$ cat src/ueh_pkg.sv
package ueh_pkg;
  // ***********************************************
  // Register map
  // ***********************************************
  localparam logic [3:0] UEH_ADDR_USC = 4'h0;
  localparam logic [3:0] UEH_ADDR_CNT = 4'h1;
  localparam logic [3:0] UEH_ADDR_MODE = 4'h2;
  localparam logic [3:0] UEH_ADDR_IRQ = 4'h3;
  localparam logic [7:0] UEH_USC_RST = 8'h00;
  localparam logic [7:0] UEH_CNT_RST = 8'h00;
  localparam logic [7:0] UEH_MODE_RST = 8'h00;
  localparam int UEH_BIT_ACT = 3;
  localparam int UEH_BIT_DM = 4;
  localparam int UEH_BIT_DP = 5;
  localparam int UEH_BIT_SETUP = 7;
  localparam int UEH_BIT_IN = 6;
  localparam int UEH_BIT_OUT = 5;
  localparam int UEH_BIT_ACK = 4;
  localparam int UEH_BIT_TOG = 7;
  localparam int UEH_BIT_DVAL = 6;
  localparam logic [4:0] UEH_EP_SIZE = 5'h08;
  localparam logic [5:0] UEH_CRC_BYTES = 6'h02;
  localparam logic [5:0] UEH_STATUS_LEN = 6'h02;

  // ***********************************************
  // Endpoint modes
  // ***********************************************
  localparam logic [3:0] UEH_M_DIS = 4'h0;
  localparam logic [3:0] UEH_M_NAKALL = 4'h1;
  localparam logic [3:0] UEH_M_STATOUT = 4'h2;
  localparam logic [3:0] UEH_M_STALLALL = 4'h3;
  localparam logic [3:0] UEH_M_ISOOUT = 4'h5;
  localparam logic [3:0] UEH_M_ISOIN = 4'h7;
  localparam logic [3:0] UEH_M_NAKOUT = 4'h8;
  localparam logic [3:0] UEH_M_OUT = 4'h9;
  localparam logic [3:0] UEH_M_NAKIN = 4'hC;
  localparam logic [3:0] UEH_M_IN = 4'hD;
  localparam logic [3:0] UEH_M_NAKIN_ST = 4'hE;
  localparam logic [3:0] UEH_M_IN_ST = 4'hF;

  typedef enum logic [1:0] {
    UEH_TK_SETUP = 2'h0,
    UEH_TK_IN = 2'h1,
    UEH_TK_OUT = 2'h2
  } ueh_tok_t;

  typedef enum logic [2:0] {
    UEH_R_NONE = 3'h0,
    UEH_R_ACK = 3'h1,
    UEH_R_NAK = 3'h2,
    UEH_R_STALL = 3'h3,
    UEH_R_DATA = 3'h4
  } ueh_resp_t;

  // Transaction report from the packet layer
  typedef struct packed {
    logic valid;
    ueh_tok_t tok;
    logic [5:0] count;
    logic crc_ok;
    logic tog;
    logic host_ack;
  } ueh_txn_t;

  // Register port request
  typedef struct packed {
    logic [3:0] addr;
    logic [7:0] wdata;
    logic wr;
    logic rd;
  } ueh_bus_t;

  typedef enum logic [2:0] {
    UEH_S_IDLE = 3'b001,
    UEH_S_DECIDE = 3'b010,
    UEH_S_UPDATE = 3'b100
  } ueh_state_t;
endpackage : ueh_pkg

$ cat src/ueh_sie.sv
// Design decisions made here: the plain strobed port and the placing of the registers.
`timescale 1ns/1ns
// Summary of operation
// - Codes 000-011 select engine or forced levels
// - Codes 100-111 force low or float lines
// - Engine sets sticky bus activity bit 3
// - Writing 0 clears activity, 1 keeps
// - Bits 4,5 show live minus, plus
// - Setup bit held until data phase ends
// - Acked transaction locks mode, count until read
// - Update refreshes mode, count, sets interrupt
// - Accepted SETUP is acked, mode becomes 0001
// - Acked modes fall to NAK, except 0010/0101/1110, and 1111 acked on IN
// - Mode 1111 becomes 1110 after status OUT
// - Endpoints reset disabled, stay until rewritten
// - Only valid transactions answered, then interrupt
// - Bad CRC SETUP interrupts unless disabled, bad CRC OUT only in 0001/0011/0101/1001
// - Valid data count at most size plus 2
// - OUT endpoint ignores IN, and reverse
// - IN/OUT bits at end, setup at data
// - Normal OUT stores, acks, goes NAK-OUT
// - NAK-OUT naks, sets OUT bit, interrupts
// - Normal IN sends data, host ack goes NAK-IN
// - Status OUT needs 2 bytes toggle 1, else stall
module ueh_sie
  import ueh_pkg::*;
(
  // Clock and reset
  input wire logic CLK,
  input wire logic RESET_N,
  // Register port
  input wire logic [3:0] ADDR,
  input wire logic [7:0] WDATA,
  input wire logic WR,
  input wire logic RD,
  output logic [7:0] RDATA,
  // Packet layer
  input wire logic TXN_VALID,
  input wire logic [1:0] TXN_TOK,
  input wire logic [5:0] TXN_COUNT,
  input wire logic TXN_CRC_OK,
  input wire logic TXN_TOG,
  input wire logic TXN_HOST_ACK,
  input wire logic DATA_PHASE,
  input wire logic BUS_EVENT,
  output logic [2:0] RESP,
  output logic RESP_VALID,
  output logic EP_IRQ,
  // Upstream pins
  input wire logic DP_IN,
  input wire logic DM_IN,
  input wire logic SIE_DP,
  input wire logic SIE_DM,
  input wire logic SIE_OE_N,
  output logic DP_OUT,
  output logic DM_OUT,
  output logic DP_OE_N,
  output logic DM_OE_N
);
  // ***********************************************
  // Reset release
  // ***********************************************
  logic rst_a_r;
  logic rst_n;
  always_ff @(posedge CLK or negedge RESET_N) begin
    if (!RESET_N) begin
      rst_a_r <= 1'b0;
      rst_n <= 1'b0;
    end else begin
      rst_a_r <= 1'b1;
      rst_n <= rst_a_r;
    end
  end

  ueh_txn_t txn;
  ueh_bus_t bus;
  assign txn = '{TXN_VALID, ueh_tok_t'(TXN_TOK), TXN_COUNT, TXN_CRC_OK,
                 TXN_TOG, TXN_HOST_ACK};
  assign bus = '{ADDR, WDATA, WR, RD};

  // ***********************************************
  // Registers
  // ***********************************************
  logic [7:0] usc_r, usc_nxt;
  logic [7:0] mode_r, mode_nxt;
  logic [7:0] cnt_r, cnt_nxt;
  logic lock_r, lock_nxt;
  logic setup_hold_r, setup_hold_nxt;
  logic irq_r, irq_nxt;
  logic [7:0] rdata_r, rdata_nxt;
  logic [2:0] resp_r, resp_nxt;
  logic resp_v_r, resp_v_nxt;
  ueh_state_t st_r, st_nxt;
  ueh_txn_t t_r, t_nxt;

  // Decision outputs
  logic [3:0] m;
  logic cnt_ok;
  logic upd;
  logic [3:0] new_mode;
  logic [7:0] new_cnt;
  logic [2:0] rsp;
  logic set_in, set_out, set_ack, do_irq, acked;

  assign m = mode_r[3:0];
  // Size limit includes the two CRC bytes
  assign cnt_ok = (t_r.count <= ({1'b0, UEH_EP_SIZE} + UEH_CRC_BYTES));

  always_comb begin
    upd = 1'b0;
    new_mode = m;
    new_cnt = cnt_r;
    rsp = UEH_R_NONE;
    set_in = 1'b0;
    set_out = 1'b0;
    set_ack = 1'b0;
    do_irq = 1'b0;
    if (t_r.tok == UEH_TK_SETUP) begin
      if (t_r.crc_ok && cnt_ok && m inside {UEH_M_STATOUT, UEH_M_STALLALL,
          UEH_M_NAKALL, UEH_M_NAKIN_ST, UEH_M_IN_ST}) begin
        rsp = UEH_R_ACK;
        new_mode = UEH_M_NAKALL;
        new_cnt = {t_r.tog, 1'b1, t_r.count};
        set_ack = 1'b1;
        upd = 1'b1;
        do_irq = 1'b1;
      end else if (!t_r.crc_ok && m != UEH_M_DIS) begin
        do_irq = 1'b1;
      end
    end else if (t_r.tok == UEH_TK_OUT) begin
      case (m)
        UEH_M_OUT: begin
          if (t_r.crc_ok && cnt_ok) begin
            rsp = UEH_R_ACK;
            new_mode = UEH_M_NAKOUT;
            new_cnt = {t_r.tog, 1'b1, t_r.count};
            set_out = 1'b1;
            set_ack = 1'b1;
          end else begin
            // Buffer is junk: data-valid reflects the failure
            new_cnt = {t_r.tog, 1'b0, t_r.count};
            set_out = 1'b1;
          end
          upd = 1'b1;
          do_irq = 1'b1;
        end
        UEH_M_NAKOUT: begin
          if (t_r.crc_ok && cnt_ok) begin
            rsp = UEH_R_NAK;
            set_out = 1'b1;
            upd = 1'b1;
            do_irq = 1'b1;
          end
        end
        UEH_M_ISOOUT: begin
          // No handshake on isochronous traffic
          new_cnt = {t_r.tog, t_r.crc_ok & cnt_ok, t_r.count};
          set_out = 1'b1;
          set_ack = 1'b1;
          upd = 1'b1;
          do_irq = 1'b1;
        end
        UEH_M_STATOUT, UEH_M_NAKIN_ST, UEH_M_IN_ST: begin
          if (t_r.crc_ok && cnt_ok) begin
            upd = 1'b1;
            do_irq = 1'b1;
            set_out = 1'b1;
            new_cnt = {t_r.tog, 1'b1, t_r.count};
            if (t_r.count == UEH_STATUS_LEN && t_r.tog) begin
              rsp = UEH_R_ACK;
              set_ack = 1'b1;
              if (m == UEH_M_IN_ST) new_mode = UEH_M_NAKIN_ST;
            end else begin
              rsp = UEH_R_STALL;
              new_mode = UEH_M_STALLALL;
            end
          end
        end
        UEH_M_STALLALL: begin
          rsp = UEH_R_STALL;
          upd = 1'b1;
          set_out = 1'b1;
          do_irq = 1'b1;
        end
        UEH_M_NAKALL: begin
          rsp = UEH_R_NAK;
          upd = 1'b1;
          set_out = 1'b1;
          do_irq = 1'b1;
        end
        // IN-only and disabled modes ignore OUT
        default: upd = 1'b0;
      endcase
    end else if (t_r.tok == UEH_TK_IN) begin
      case (m)
        UEH_M_IN, UEH_M_IN_ST: begin
          rsp = UEH_R_DATA;
          if (t_r.host_ack) begin
            new_mode = (m == UEH_M_IN) ? UEH_M_NAKIN : m;
            set_in = 1'b1;
            set_ack = 1'b1;
            upd = 1'b1;
            do_irq = 1'b1;
          end
        end
        UEH_M_ISOIN: begin
          rsp = UEH_R_DATA;
          set_in = 1'b1;
          upd = 1'b1;
          do_irq = 1'b1;
        end
        UEH_M_NAKIN, UEH_M_NAKIN_ST, UEH_M_NAKALL: begin
          rsp = UEH_R_NAK;
          set_in = 1'b1;
          upd = 1'b1;
          do_irq = 1'b1;
        end
        UEH_M_STATOUT, UEH_M_STALLALL: begin
          rsp = UEH_R_STALL;
          new_mode = UEH_M_STALLALL;
          set_in = 1'b1;
          upd = 1'b1;
          do_irq = 1'b1;
        end
        // OUT-only and disabled modes ignore IN
        default: upd = 1'b0;
      endcase
    end
  end

  assign acked = upd && set_ack;

  // ***********************************************
  // Sequencer and register updates
  // ***********************************************
  always_comb begin
    st_nxt = st_r;
    t_nxt = t_r;
    usc_nxt = usc_r;
    mode_nxt = mode_r;
    cnt_nxt = cnt_r;
    lock_nxt = lock_r;
    setup_hold_nxt = setup_hold_r;
    irq_nxt = 1'b0;
    resp_nxt = resp_r;
    resp_v_nxt = 1'b0;
    rdata_nxt = 8'h00;
    // Firmware access first, so engine updates override it
    if (bus.rd) begin
      case (bus.addr)
        UEH_ADDR_USC: rdata_nxt = {usc_r[7:6], DP_IN, DM_IN, usc_r[3:0]};
        UEH_ADDR_CNT: rdata_nxt = cnt_r;
        UEH_ADDR_MODE: rdata_nxt = mode_r;
        default: rdata_nxt = 8'h00;
      endcase
      // A read after the update releases the lock
      if (st_r != UEH_S_UPDATE && bus.addr inside {UEH_ADDR_CNT, UEH_ADDR_MODE})
        lock_nxt = 1'b0;
    end
    if (bus.wr) begin
      case (bus.addr)
        UEH_ADDR_USC: begin
          usc_nxt[7:6] = bus.wdata[7:6];
          usc_nxt[2:0] = bus.wdata[2:0];
          usc_nxt[UEH_BIT_ACT] = usc_r[UEH_BIT_ACT] & bus.wdata[UEH_BIT_ACT];
        end
        UEH_ADDR_MODE: begin
          if (!setup_hold_r) mode_nxt[UEH_BIT_SETUP] = bus.wdata[UEH_BIT_SETUP];
          if (!lock_r) mode_nxt[6:0] = bus.wdata[6:0];
        end
        UEH_ADDR_CNT: begin
          if (!lock_r) cnt_nxt = bus.wdata;
        end
        default: usc_nxt = usc_nxt;
      endcase
    end
    if (BUS_EVENT) usc_nxt[UEH_BIT_ACT] = 1'b1;
    // Setup bit forced at the data phase of a SETUP
    if (DATA_PHASE && t_r.tok == UEH_TK_SETUP && st_r == UEH_S_IDLE) begin
      mode_nxt[UEH_BIT_SETUP] = 1'b1;
      setup_hold_nxt = 1'b1;
    end
    case (st_r)
      UEH_S_IDLE: begin
        if (txn.valid) begin
          t_nxt = txn;
          st_nxt = UEH_S_DECIDE;
          if (txn.tok == UEH_TK_SETUP && txn.crc_ok) begin
            mode_nxt[UEH_BIT_SETUP] = 1'b1;
            setup_hold_nxt = 1'b1;
          end
        end
      end
      UEH_S_DECIDE: begin
        resp_nxt = rsp;
        resp_v_nxt = (rsp != UEH_R_NONE);
        st_nxt = UEH_S_UPDATE;
      end
      UEH_S_UPDATE: begin
        if (upd) begin
          mode_nxt[3:0] = new_mode;
          mode_nxt[UEH_BIT_IN] = set_in | mode_r[UEH_BIT_IN];
          mode_nxt[UEH_BIT_OUT] = set_out | mode_r[UEH_BIT_OUT];
          mode_nxt[UEH_BIT_ACK] = set_ack;
          cnt_nxt = new_cnt;
        end
        if (acked) lock_nxt = 1'b1;
        // Data phase of the control write is over
        if (t_r.tok == UEH_TK_OUT) setup_hold_nxt = 1'b0;
        irq_nxt = do_irq;
        st_nxt = UEH_S_IDLE;
      end
      default: st_nxt = UEH_S_IDLE;
    endcase
  end

  always_ff @(posedge CLK or negedge rst_n) begin
    if (!rst_n) begin
      st_r <= UEH_S_IDLE;
      t_r <= '0;
      usc_r <= UEH_USC_RST;
      mode_r <= UEH_MODE_RST;
      cnt_r <= UEH_CNT_RST;
      lock_r <= 1'b0;
      setup_hold_r <= 1'b0;
      irq_r <= 1'b0;
      rdata_r <= 8'h00;
      resp_r <= UEH_R_NONE;
      resp_v_r <= 1'b0;
    end else begin
      st_r <= st_nxt;
      t_r <= t_nxt;
      usc_r <= usc_nxt;
      mode_r <= mode_nxt;
      cnt_r <= cnt_nxt;
      lock_r <= lock_nxt;
      setup_hold_r <= setup_hold_nxt;
      irq_r <= irq_nxt;
      rdata_r <= rdata_nxt;
      resp_r <= resp_nxt;
      resp_v_r <= resp_v_nxt;
    end
  end

  assign RDATA = rdata_r;
  assign RESP = resp_r;
  assign RESP_VALID = resp_v_r;
  assign EP_IRQ = irq_r;

  // ***********************************************
  // Upstream driver override
  // ***********************************************
  always_comb begin
    DP_OUT = SIE_DP;
    DM_OUT = SIE_DM;
    DP_OE_N = SIE_OE_N;
    DM_OE_N = SIE_OE_N;
    case (usc_r[2:0])
      3'h0: DP_OE_N = SIE_OE_N;
      3'h1: {DP_OUT, DM_OUT, DP_OE_N, DM_OE_N} = 4'h8;
      3'h2: {DP_OUT, DM_OUT, DP_OE_N, DM_OE_N} = 4'h4;
      3'h3: {DP_OUT, DM_OUT, DP_OE_N, DM_OE_N} = 4'h0;
      3'h4: {DP_OUT, DM_OUT, DP_OE_N, DM_OE_N} = 4'h0;
      3'h5: {DP_OUT, DM_OUT, DP_OE_N, DM_OE_N} = 4'h2;
      3'h6: {DP_OUT, DM_OUT, DP_OE_N, DM_OE_N} = 4'h1;
      default: {DP_OUT, DM_OUT, DP_OE_N, DM_OE_N} = 4'h3;
    endcase
  end

  // ***********************************************
  // Checks
  // ***********************************************
  property p_act_set;
    @(posedge CLK) disable iff (!rst_n) BUS_EVENT |=> usc_r[UEH_BIT_ACT];
  endproperty
  a_act_set: assert property (p_act_set) else $error("activity not set");
  property p_act_clr;
    @(posedge CLK) disable iff (!rst_n)
      (bus.wr && bus.addr == UEH_ADDR_USC && !bus.wdata[UEH_BIT_ACT] && !BUS_EVENT)
      |=> !usc_r[UEH_BIT_ACT];
  endproperty
  a_act_clr: assert property (p_act_clr) else $error("activity not cleared");
  property p_force_hi;
    @(posedge CLK) disable iff (!rst_n)
      usc_r[2:0] == 3'h1 |-> DP_OUT && !DM_OUT && !DP_OE_N && !DM_OE_N;
  endproperty
  a_force_hi: assert property (p_force_hi) else $error("force J wrong");
  property p_float;
    @(posedge CLK) disable iff (!rst_n) usc_r[2:0] == 3'h7 |-> DP_OE_N && DM_OE_N;
  endproperty
  a_float: assert property (p_float) else $error("float wrong");
  property p_lock;
    @(posedge CLK) disable iff (!rst_n)
      (lock_r && bus.wr && bus.addr == UEH_ADDR_CNT && st_r == UEH_S_IDLE && !txn.valid)
      |=> $stable(cnt_r);
  endproperty
  a_lock: assert property (p_lock) else $error("locked count written");
  property p_setup_hold;
    @(posedge CLK) disable iff (!rst_n)
      setup_hold_r |=> mode_r[UEH_BIT_SETUP];
  endproperty
  a_setup_hold: assert property (p_setup_hold) else $error("setup bit dropped");
  property p_setup_mode;
    @(posedge CLK) disable iff (!rst_n)
      (st_r == UEH_S_UPDATE && upd && t_r.tok == UEH_TK_SETUP)
      |=> mode_r[3:0] == UEH_M_NAKALL;
  endproperty
  a_setup_mode: assert property (p_setup_mode) else $error("setup mode wrong");
  property p_irq;
    @(posedge CLK) disable iff (!rst_n)
      EP_IRQ |-> $past(st_r) == UEH_S_UPDATE;
  endproperty
  a_irq: assert property (p_irq) else $error("stray interrupt");
endmodule : ueh_sie

$ cat config.mk
export PLATFORM = sky130hd
export DESIGN_NAME = ueh_sie
export DESIGN_NICKNAME = d
export VERILOG_FILES = /design/src/ueh_pkg.sv /design/src/ueh_sie.sv
export SDC_FILE = /design/constraint.sdc
export NUM_CORES = 1
export LEC_CHECK = 0
export ABC_AREA = 0
export BUFFER_PORTS_ARGS = -buffer_cell sky130_fd_sc_hd__buf_2
export CAP_MARGIN = 20
export CORE_ASPECT_RATIO = 0.7
export CORE_MARGIN = 2
export CORE_UTILIZATION = 45
export CTS_BUF_LIST = sky130_fd_sc_hd__clkbuf_16
export DETAILED_ROUTE_END_ITERATION = 12
export GPL_TIMING_DRIVEN = 0
export PLACE_DENSITY_LB_ADDON = 0.25
export SYNTH_ARGS = -nofsm -noshare
export SYNTH_HDL_FRONTEND = slang
export SYNTH_SLANG_ARGS = --single-unit
$ cat constraint.sdc
create_clock -name CLK -period 2.96 [get_ports CLK]
set_input_delay 0 -clock CLK [delete_from_list [all_inputs] [get_ports CLK]]
set_output_delay 0 -clock CLK [all_outputs]
set_load 0.01 [all_outputs]
==> results of run 1 <==
## cell families (layout without fill, tap and decap cells)
family	Yosys count	in the layout	synth area share, %
and+or+nand+nor	112	112	19.0
AOI/OAI and AO/OA	85	85	19.5
DFF	53	53	43.9
buffers and inverters	44	121	6.92
muxes	27	27	9.61
xor gates and xnor gates	3	3	0.870
other	1	1	0.124
## synthesized netlist by cell type (all sizes together) (3+ instances only)
cell,number,area (um^2)
a211oi,3,27.5
a21oi,24,120
a222oi,7,70.1
a31oi,3,18.8
and2,4,25.0
and3,3,18.8
buf,11,85.1
clkbuf,9,33.8
dfrtp,52,1300
inv,24,90.1
mux2,10,120
mux2i,17,170
nand2,24,92.6
nand2b,5,31.3
nand3,3,15.0
nor2,37,139
nor2b,4,25.0
nor3,12,60.1
nor3b,4,35.0
nor4b,4,35.0
o21ai,19,95.1
o22a,3,26.3
xnor2,3,26.3
## worst max path at each step
stage,from,endpoint,slack (ns),depth (start not counted)
after floorplan,mode_r[3],mode_r[2],0.77,8
after global placement,mode_r[2],cnt_r[2],0.33,7
after detailed placement,mode_r[2],cnt_r[1],0.32,7
after CTS,mode_r[2],cnt_r[0],0.30,7
after global routing,mode_r[2],cnt_r[1],0.01,7
final,mode_r[2],cnt_r[0],0.24,7
## worst register-to-register path, stage by stage (launching register included)
cell and delay (ns):
sky130_fd_sc_hd__dfrtp_1 0.35, sky130_fd_sc_hd__buf_2 0.16, sky130_fd_sc_hd__clkbuf_1 0.27, sky130_fd_sc_hd__nor4b_1 0.46, sky130_fd_sc_hd__nor3_1 0.10, sky130_fd_sc_hd__a21oi_1 0.22, sky130_fd_sc_hd__nor3b_1 0.77, sky130_fd_sc_hd__a222oi_1 0.20
## final cells by class
type	instances	area [um^2]
fill	575	2640
tap	91	114
sequential	53	1330
multi-input combinational	228	1490
inverter	24	90.1
clock inverter	3	17.5
clock buffer	5	125
buffer	20	119
timing repair buffer	69	445
## per-layer routing
metal  global-route usage [%]  part of all wire [%]  vias to the layer above  wire [um]
li1                         -                     -                     1318          -
met5                        0                     0                        -          0
met2                     34.0                    42                      145       3480
met4                     4.59                  0.66                        0         55
met1                     35.7                    48                     1325       3960
met3                     6.94                   9.5                        9        789
## metrics by stage
stage	setup slack (ns)	utilization [%]
after global placement	0.334	53.3
final	0.243	58.5
after detailed placement	0.323	53.6
after floorplan	0.771	-
after global routing	0.00997	58.5
after CTS	0.297	58.5
## repair_timing
item	CTS	global route
setup buffers	0	0
hold buffers	17	0
endpoints found under the hold margin	19	0
## power by group
group | internal (mW) | switching, mW
Combinational | 0.613 | 0.928
Sequential | 0.973 | 0.186
Clock | 0.313 | 0.270
## sequential cells by signal, summed over array words and instances (netlist names)
signal / flops
t_r: 11
RDATA: 8
cnt_r: 8
mode_r: 8
usc_r: 6
RESP: 3
st_r: 3
EP_IRQ: 1
RESP_VALID: 1
lock_r: 1
rst_a_r: 1
rst_n: 1
setup_hold_r: 1
==> summary.md, run 1 <==
| Metric | Value |
|---|---|
| Outcome | `completed` |
| Vertical die dimension | `72.6 um` |
| Final setup violation count | `0` |
| Inst Count DP | `468` |
| Leakage dissipation | `1.74 nW` |
| Setup slack, reg-to-reg | `0.24 ns` |
| Cell breakdown of the critical path | `buf_2 > clkbuf_1 > nor4b_1 > nor3_1 > a21oi_1 > nor3b_1 > a222oi_1` |
| Number of nets in the layout | `436` |
| Total Die Area | `~7400 um^2` |
| Largest voltage drop on the vdd net | `0.000371 V` |
| Leading cell type in the layout, fill and taps excluded | `sky130_fd_sc_hd__buf_2` |
| Worst r2r src | `mode_r[2]` |
| Detailed-route vias per instance | `around 5.7` |
| Worst reg-to-reg path cell count | `7` |
| Number of gates resized after cts | `0` |
| Area overhead of the layout relative to synthesis | `23.3%` |
| Share of final-layout standard cells stronger than drive strength 1 | `21.6%` |
| Maximum clock path buffer count | `2` |
| Arrival time of the worst setup path | `roughly 2.8 ns` |
| Initial antenna violation count | `0` |
| Number of max-cap violations | `0` |
| Final critical path time including I/O delays and setup | `around 2.7 ns` |
| Share of the yosys chip area belonging to registers | `43.9%` |
| Async set or reset register ratio after synthesis | `100%` |
| Accumulated negative setup slack | `0 ns` |
| Number of sinks handled by clock tree synthesis | `53` |
| Number of top-level pins | `52` |
| Final Hold Viols | `0` |
| Transition at the pin with the smallest max-transition slack | `1.01 ns` |
| Diodes inserted | `0` |
| Slew Limit Headroom | `32.0%` |
| Final Instance Count excl. Fillers | `a little under 500` |
| Worst reg2reg path endpoint | `cnt_r[0]` |
| Tcrit/Tclk final | `between 90% and 100%` |
| Remaining number of nets flagged by the antenna check after routing | `0` |
| Placed instance area | `3410 um^2` |
| Type of the worst setup path | `flop to flop` |
| Number of synthesized register bits | `53` |
| Cts bufs inserted | `5` |
| Syn Inst Count | `325` |
| Synth Flop Type | `sky130_fd_sc_hd__dfrtp_1` |
| Clock-pin slew reported for the worst setup and hold paths after clock tree synthesis | `0.07 ns` |
| Layout Cell Area excl Fill | `3720 um^2` |
| Library cell used as clock root buffer | `sky130_fd_sc_hd__clkbuf_16` |
| Pwr/cell area | `881 nW/um^2` |
| Slowest stage delay, CP | `0.77 ns` |
| Hold Path Class | `primary input to async pin` |
| Area inside the core boundary | `6370 um^2` |
| Total buffers and inverters traversed by the critical path | `2` |
| Total track usage | `between 20% and 30%` |
| RSZ-0062 raised after global routing | `no` |
| Clock latency on the worst-skew pair | `0.29 ns` |
| Global-route wire length before repair | `13,500 um` |
| Count of vias placed by the detailed router | `2,797` |
| Number of detailed-routing iterations run before antenna repair | `6` |
| Post-detail-place hpwl | `6200 um` |
| Post-synth cell types | `62` |
| Startpoint Class | `flop` |
| Starting Density | `between 40 and 50%` |
| Required time of the critical path | `between 3 and 4 ns` |
| Nets in the synthesized netlist | `360` |
| Pin count of the biggest net entering global routing | `35` |
| Sum of routed wire length over all layers | `8290 um` |
| Grt ovf | `0` |
| Setup clock skew after layout | `0.00259 ns` |
| Die width | `slightly above 100 um` |
| Number of rows in the core area | `24` |
| Number of buffers inserted by port buffering | `51` |
| Starting DRT DRC Count | `264` |
| Via count of the first global-routing pass | `2,637` |
| Final number of max-transition violations | `0` |
| Cell area after synthesis | `a little over 3000 um^2` |
| CP max-delay cell | `sky130_fd_sc_hd__nor3b_1` |
| Yosys warns | `0` |
| Routed length per placed instance | `16.8 um` |
| Leading cell types in the layout, fill and taps excluded | `sky130_fd_sc_hd__buf_2 (53), sky130_fd_sc_hd__dfrtp_1 (51), sky130_fd_sc_hd__nor2_1 (37)` |
| Remaining design rule violation count | `0` |
| Mean Syn Cell Area | `9.30 um^2` |
| Max H-tree Level | `2` |
| Crit Path Max Fanout | `10` |
| Final hold slack | `0.0132 ns` |
| Final Total Pwr | `around 3.3 mW` |
| Kind of end point of the critical path | `flop` |
| Post-synth EDFFs | `0` |
| Worst path top cell family by delay | `simple AND/OR/NAND/NOR gates` |
| TritonCTS clock tree | `done` |
| Global placement routability congestion | `between 0.9 and 1` |
| Upper clock frequency limit | `368 MHz` |
Note: power is estimated with default switching activity, not from simulation.
==> run 2, diff against run 1 <==
- CORE_UTILIZATION: 45 -> 60
==> summary.md, run 2 (synthesis gave the netlist of run 1 again) <==
| Metric | Value |
|---|---|
| Outcome | `completed` |
| Sw Ratio | `40.1% (-2.1 points)` |
| Hold Path Class | `primary input to async pin` |
| Worst slack after detailed placement | `0.259 ns (-0.0645 ns)` |
| Crit Path Max Fanout | `10 (unchanged)` |
| Routed length per placed instance | `17.5 um (+4.1%)` |
| Largest voltage drop on the vdd net | `0.000564 V (+52%)` |
| Total track usage | `30.9% (+7.2 points)` |
| Diodes inserted | `0 (unchanged)` |
| Part of the power in the clock network | `22.1% (+4.4 points)` |
| Kind of end point of the critical path | `flop` |
| PnR worst setup slack | `0.0938 ns (-0.149 ns)` |
| Required time of the critical path | `3.07 ns (about the same)` |
| Clock latency on the worst-skew pair | `0.30 ns (about the same)` |
| Pin count of the biggest net entering global routing | `28 (-20%)` |
| Final number of max-transition violations | `0 (unchanged)` |
| Total buffers and inverters traversed by the critical path | `2 (unchanged)` |
| Cell breakdown of the critical path | `buf_2 > clkbuf_1 > nor4b_1 > nor3_1 > a21oi_1 > nor3_1 > a222oi_1` |
| Worst r2r src | `mode_r[2]` |
| Number of detailed-routing iterations run before antenna repair | `6 (unchanged)` |
| Setup slack, reg-to-reg | `0.09 ns (-0.15 ns)` |
| Final critical path time including I/O delays and setup | `2.87 ns (+0.149 ns)` |
| Tcrit/Tclk final | `96.8% (+5.0 points)` |
| Final Instance Count excl. Fillers | `472 (-4.3%)` |
| Max H-tree Level | `2 (unchanged)` |
| Slew Limit Headroom | `20.3% (-12 points)` |
| Leading cell type in the layout, fill and taps excluded | `sky130_fd_sc_hd__buf_2` |
| Number of nets in the layout | `437 (+0.23%)` |
| Global-route wire length before repair | `13,200 um (-1.8%)` |
| Sequential fraction of design power | `33.5% (-1.8 points)` |
| Die width | `88.8 um (-13%)` |
| Detailed-route vias per instance | `6.18 (+8.9%)` |
| Arrival time of the worst setup path | `2.98 ns (+0.15 ns)` |
| Upper clock frequency limit | `349 MHz (-5.2%)` |
| Count of vias placed by the detailed router | `2,916 (+4.3%)` |
| TritonCTS clock tree | `done` |
| Total Die Area | `5630 um^2 (-24%)` |
| Switching Power | `1.39 mW (+0.28%)` |
| Type of the worst setup path | `flop to flop` |
| Number of rows in the core area | `21 (-13%)` |
| Startpoint Class | `flop` |
| Power Internal | `2.07 mW (+9.3%)` |
| Maximum clock path buffer count | `2 (unchanged)` |
| Pwr/cell area | `920 nW/um^2 (+4.4%)` |
| Register with the highest flop count | `t_r` |
| Initial antenna violation count | `0 (unchanged)` |
| Cts bufs inserted | `5 (unchanged)` |
| Layout Cell Area excl Fill | `3760 um^2 (+1.0%)` |
| Number of max-cap violations | `0 (unchanged)` |
| Placed instance area | `3380 um^2 (-0.81%)` |
| Slowest stage delay, CP | `0.92 ns (+0.15 ns)` |
| Leakage dissipation | `1.76 nW (+1.2%)` |
| Worst path top cell family by delay | `simple AND/OR/NAND/NOR gates` |
| Remaining number of nets flagged by the antenna check after routing | `0 (unchanged)` |
| Inst Count DP | `446 (-4.7%)` |
| Max FFs per register | `11 (unchanged)` |
| Leading cell types in the layout, fill and taps excluded | `sky130_fd_sc_hd__buf_2 (53), sky130_fd_sc_hd__dfrtp_1 (51), sky130_fd_sc_hd__nor2_1 (37)` |
| Number of top-level pins | `52 (unchanged)` |
| CP max-delay cell | `sky130_fd_sc_hd__nor3_1` |
| Grt ovf | `0 (unchanged)` |
| Share of final-layout standard cells stronger than drive strength 1 | `22.1% (+0.44 points)` |
| Starting Density | `62.8% (+15 points)` |
| Post-CTS setup repair buffer count | `0 (unchanged)` |
| Final setup violation count | `0 (unchanged)` |
| Library cell used as clock root buffer | `sky130_fd_sc_hd__clkbuf_16` |
| Worst reg-to-reg path cell count | `7 (unchanged)` |
| Final Hold Viols | `0 (unchanged)` |
| Number of sinks handled by clock tree synthesis | `53 (unchanged)` |
| Worst reg2reg path endpoint | `cnt_r[7]` |
| Remaining design rule violation count | `0 (unchanged)` |
| Setup clock skew after layout | `0.00576 ns (+0.00317 ns)` |
| Logic gate share of total power | `44.4% (-2.5 points)` |
| Area overhead of the layout relative to synthesis | `24.6%` |
| Global placement routability congestion | `1.01 (+5.5%)` |
| Via count of the first global-routing pass | `2,672 (+1.3%)` |
| Clock-pin slew reported for the worst setup and hold paths after clock tree synthesis | `0.07 ns (about the same)` |
| Starting DRT DRC Count | `426 (+61%)` |
| Transition at the pin with the smallest max-transition slack | `1.19 ns (+0.174 ns)` |
| Number of buffers inserted by port buffering | `51 (unchanged)` |
| Post-detail-place hpwl | `5730 um (-7.6%)` |
| Final hold slack | `0.0134 ns (+0.000128 ns)` |
| Sum of routed wire length over all layers | `8260 um (-0.35%)` |
| Area inside the core boundary | `4810 um^2 (-24%)` |
| Most used cell along the critical path | `sky130_fd_sc_hd__nor3_1` |
| Vertical die dimension | `63.4 um (-13%)` |
-- run 2: cell type report --
| type | instances | area [um^2] |
|---|---|---|
| plain buffers | 20 | 119 |
| clock inverters | 3 | 68.8 |
| inverters | 24 | 90.1 |
| flip-flops and latches | 53 | 1330 |
| repair buffers | 70 | 455 |
| multi-input cells | 228 | 1490 |
| fillers | 335 | 1040 |
| well taps | 69 | 86.3 |
| clock buffers | 5 | 125 |
-- run 2: timing repair --
item,in CTS,in global routing
hold buffers,18,0
hold endpoints to repair,20,0
gates resized for setup,0,1
setup endpoints to repair,0,7
-- run 2: power by group through the flow --
stage	Sequential (mW)	Combinational (mW)	Clock (mW)
after floorplan	1.13	1.09	0
after global placement	1.16	1.43	0
final	1.16	1.54	0.764
after CTS	1.16	1.49	0.764
after detailed placement	1.17	1.46	0
after global routing	1.19	1.68	0.804
-- run 2: metrics by stage --
stage / setup TNS (ns) / util, % / power, mW
global route: -0.229 / 78.3 / 3.67
finish: 0 / 78.3 / 3.46
CTS: 0 / 78.2 / 3.41
global placement: 0 / 69.9 / 2.59
floorplan: 0 / - / 2.22
detailed placement: 0 / 70.4 / 2.63
-- run 2: how the worst max path moves through the flow --
stage               startpoint         to  slack (ns)  depth (start not counted)
finish               mode_r[2]   cnt_r[7]        0.09                          7
global route         mode_r[2]   cnt_r[7]       -0.05                          7
CTS                  mode_r[2]   cnt_r[5]        0.20                          7
detailed placement   mode_r[2]   cnt_r[5]        0.26                          7
global placement     mode_r[2]   cnt_r[2]        0.35                          7
floorplan            mode_r[3]  mode_r[2]        0.77                          8
-- run 2: layer usage --
metal	routed length, um	track usage, %
met1	3600	46.8
met2	3680	45.0
met5	0	0
met3	827	7.34
met4	146	7.01
==> run 3, diff against run 2 <==
- CORE_UTILIZATION: 60 -> 35
==> summary.md, run 3 (synthesis gave the netlist of run 1 again) <==
| Metric | Value |
|---|---|
| Leakage dissipation | `1.73 nW (-1.5%)` |
| Slew Limit Headroom | `30.8% (+10 points)` |
| TritonCTS clock tree | `done` |
| Worst slack after detailed placement | `0.265 ns (+0.00571 ns)` |
| Number of rows in the core area | `28 (+33%)` |
| Number of buffers inserted by port buffering | `51 (unchanged)` |
| Die width | `115 um (+30%)` |
| Crit Path Max Fanout | `10 (unchanged)` |
| Pin count of the biggest net entering global routing | `38 (+36%)` |
| Pwr/cell area | `876 nW/um^2 (-4.8%)` |
| Tcrit/Tclk final | `94.0% (-2.9 points)` |
| Outcome | `completed` |
| Leading cell types in the layout, fill and taps excluded | `sky130_fd_sc_hd__buf_2 (53), sky130_fd_sc_hd__dfrtp_1 (51), sky130_fd_sc_hd__nor2_1 (37)` |
| Worst reg2reg path endpoint | `cnt_r[2]` |
| Number of detailed-routing iterations run before antenna repair | `5 (-1)` |
| Final Hold Viols | `0 (unchanged)` |
| Area inside the core boundary | `8410 um^2 (+75%)` |
| Count of vias placed by the detailed router | `2,737 (-6.1%)` |
| Number of nets in the layout | `435 (-0.46%)` |
| Global-route wire length before repair | `13,400 um (+0.88%)` |
| Initial antenna violation count | `0 (unchanged)` |
| Via count of the first global-routing pass | `2,556 (-4.3%)` |
| Worst r2r src | `mode_r[2]` |
| Clock-pin slew reported for the worst setup and hold paths after clock tree synthesis | `0.07 ns (about the same)` |
| Max H-tree Level | `2 (unchanged)` |
| Remaining number of nets flagged by the antenna check after routing | `0 (unchanged)` |
| RSZ-0062 raised after global routing | `no` |
| Clock latency on the worst-skew pair | `0.29 ns (about the same)` |
| Starting Density | `35.9% (-27 points)` |
| Final Total Pwr | `3.27 mW (-5.6%)` |
| Diodes inserted | `0 (unchanged)` |
| Number of max-cap violations | `0 (unchanged)` |
| Accumulated negative setup slack | `0 ns (unchanged)` |
| Starting DRT DRC Count | `135 (-68%)` |
| Vertical die dimension | `81.7 um (+29%)` |
| Number of sinks handled by clock tree synthesis | `53 (unchanged)` |
| Register with the highest flop count | `t_r` |
| Required time of the critical path | `3.07 ns (about the same)` |
| Transition at the pin with the smallest max-transition slack | `1.03 ns (-0.155 ns)` |
| Global placement routability congestion | `0.915 (-9.2%)` |
| Cts bufs inserted | `5 (unchanged)` |
| Worst reg-to-reg path cell count | `7 (unchanged)` |
| Final setup violation count | `0 (unchanged)` |
| Arrival time of the worst setup path | `2.89 ns (-0.09 ns)` |
| Maximum clock path buffer count | `2 (unchanged)` |
| Final number of max-transition violations | `0 (unchanged)` |
| Leading cell type in the layout, fill and taps excluded | `sky130_fd_sc_hd__buf_2` |
| Total Die Area | `9400 um^2 (+67%)` |
| Startpoint Class | `flop` |
| Area overhead of the layout relative to synthesis | `23.5%` |
| Max FFs per register | `11 (unchanged)` |
| Post-detail-place hpwl | `6400 um (+12%)` |
| Type of the worst setup path | `flop to flop` |
| Kind of end point of the critical path | `flop` |
| Library cell used as clock root buffer | `sky130_fd_sc_hd__clkbuf_16` |
| Upper clock frequency limit | `360 MHz (+3.1%)` |
| Largest voltage drop on the vdd net | `0.000357 V (-37%)` |
| Detailed-route vias per instance | `5.41 (-12%)` |
| Grt ovf | `0 (unchanged)` |
| Hold Path Cell Cnt | `2` |
| Final critical path time including I/O delays and setup | `2.78 ns (-0.0852 ns)` |
| Hold Path Class | `primary input to flop` |
| Setup slack, reg-to-reg | `0.18 ns (+0.09 ns)` |
| Remaining design rule violation count | `0 (unchanged)` |
| Area used by multi-input combinational logic | `1490 um^2 (-0.34%)` |
| Critical hold path startpoint | `WDATA[6]` |
| Share of final-layout standard cells stronger than drive strength 1 | `21.7% (-0.39 points)` |
| Fill cell count | `834 (+150%)` |
| PnR worst setup slack | `0.179 ns (+0.0852 ns)` |
| Total track usage | `18.3% (-13 points)` |
| Setup clock skew after layout | `0.00555 ns (-0.000209 ns)` |
| Hold Path End | `usc_r[6]` |
| Sum of routed wire length over all layers | `8250 um (-0.17%)` |
| Number of top-level pins | `52 (unchanged)` |
| Routed length per placed instance | `16.3 um (-6.9%)` |
| Register area | `1330 um^2 (unchanged)` |
==> run 3: per-stage QoR <==
step	instances	instance area [um^2]	util (%)	hold WS, ns
after floorplan	325	3020	-	-0.296
after global placement	481	3410	40.5	-0.213
after detailed placement	482	3430	40.8	-0.212
after CTS	506	3730	44.4	0.000742
after global routing	506	3730	44.4	0.00927
final	506	3730	44.4	0.000849
==> run 3: timing repair <==
item | 4_1_cts | 5_1_grt
hold buffers | 16 | 0
gates resized for setup | 0 | 0
hold endpoints to repair | 18 | 0
buffers inserted | 0 | 0
==> run 3: worst max path at each step <==
stage / depth (start not counted) / slack, ns / to / from
2_1_floorplan: 8 / 0.77 / mode_r[2] / mode_r[3]
3_3_place_gp: 7 / 0.27 / cnt_r[1] / mode_r[2]
3_5_place_dp: 7 / 0.26 / cnt_r[2] / mode_r[2]
4_1_cts: 7 / 0.25 / cnt_r[2] / mode_r[2]
5_1_grt: 7 / 0.05 / cnt_r[0] / mode_r[2]
6_report: 7 / 0.18 / cnt_r[2] / mode_r[2]
==> run 3: power breakdown <==
part,internal [mW],total [mW],leakage (nW),switching (mW)
logic,0.611,1.53,1.02,0.919
clock network,0.313,0.580,0.0754,0.267
registers,0.973,1.16,0.641,0.186
==> run 3: final cells by class <==
cell class,instances,area share (%)
clock inverters,3,0.469
plain buffers,20,3.18
repair buffers,68,11.7
well taps,105,3.52
inverters,24,2.41
flip-flops and latches,53,35.6
multi-input cells,228,39.8
clock buffers,5,3.35
==> run 3: routing by layer <==
layer | wire [um] | track usage [%]
met5 | 0 | 0
met4 | 10 | 3.25
met3 | 483 | 3.69
met2 | 3430 | 26.4
met1 | 4320 | 28.2
==> run 3: critical path, stage by stage, from the launching register on <==
cell	delay, ns
sky130_fd_sc_hd__dfrtp_1	0.36
sky130_fd_sc_hd__buf_2	0.17
sky130_fd_sc_hd__clkbuf_1	0.26
sky130_fd_sc_hd__nor4b_1	0.48
sky130_fd_sc_hd__nor3_1	0.11
sky130_fd_sc_hd__a21oi_1	0.19
sky130_fd_sc_hd__nor3b_1	0.83
sky130_fd_sc_hd__a222oi_1	0.21
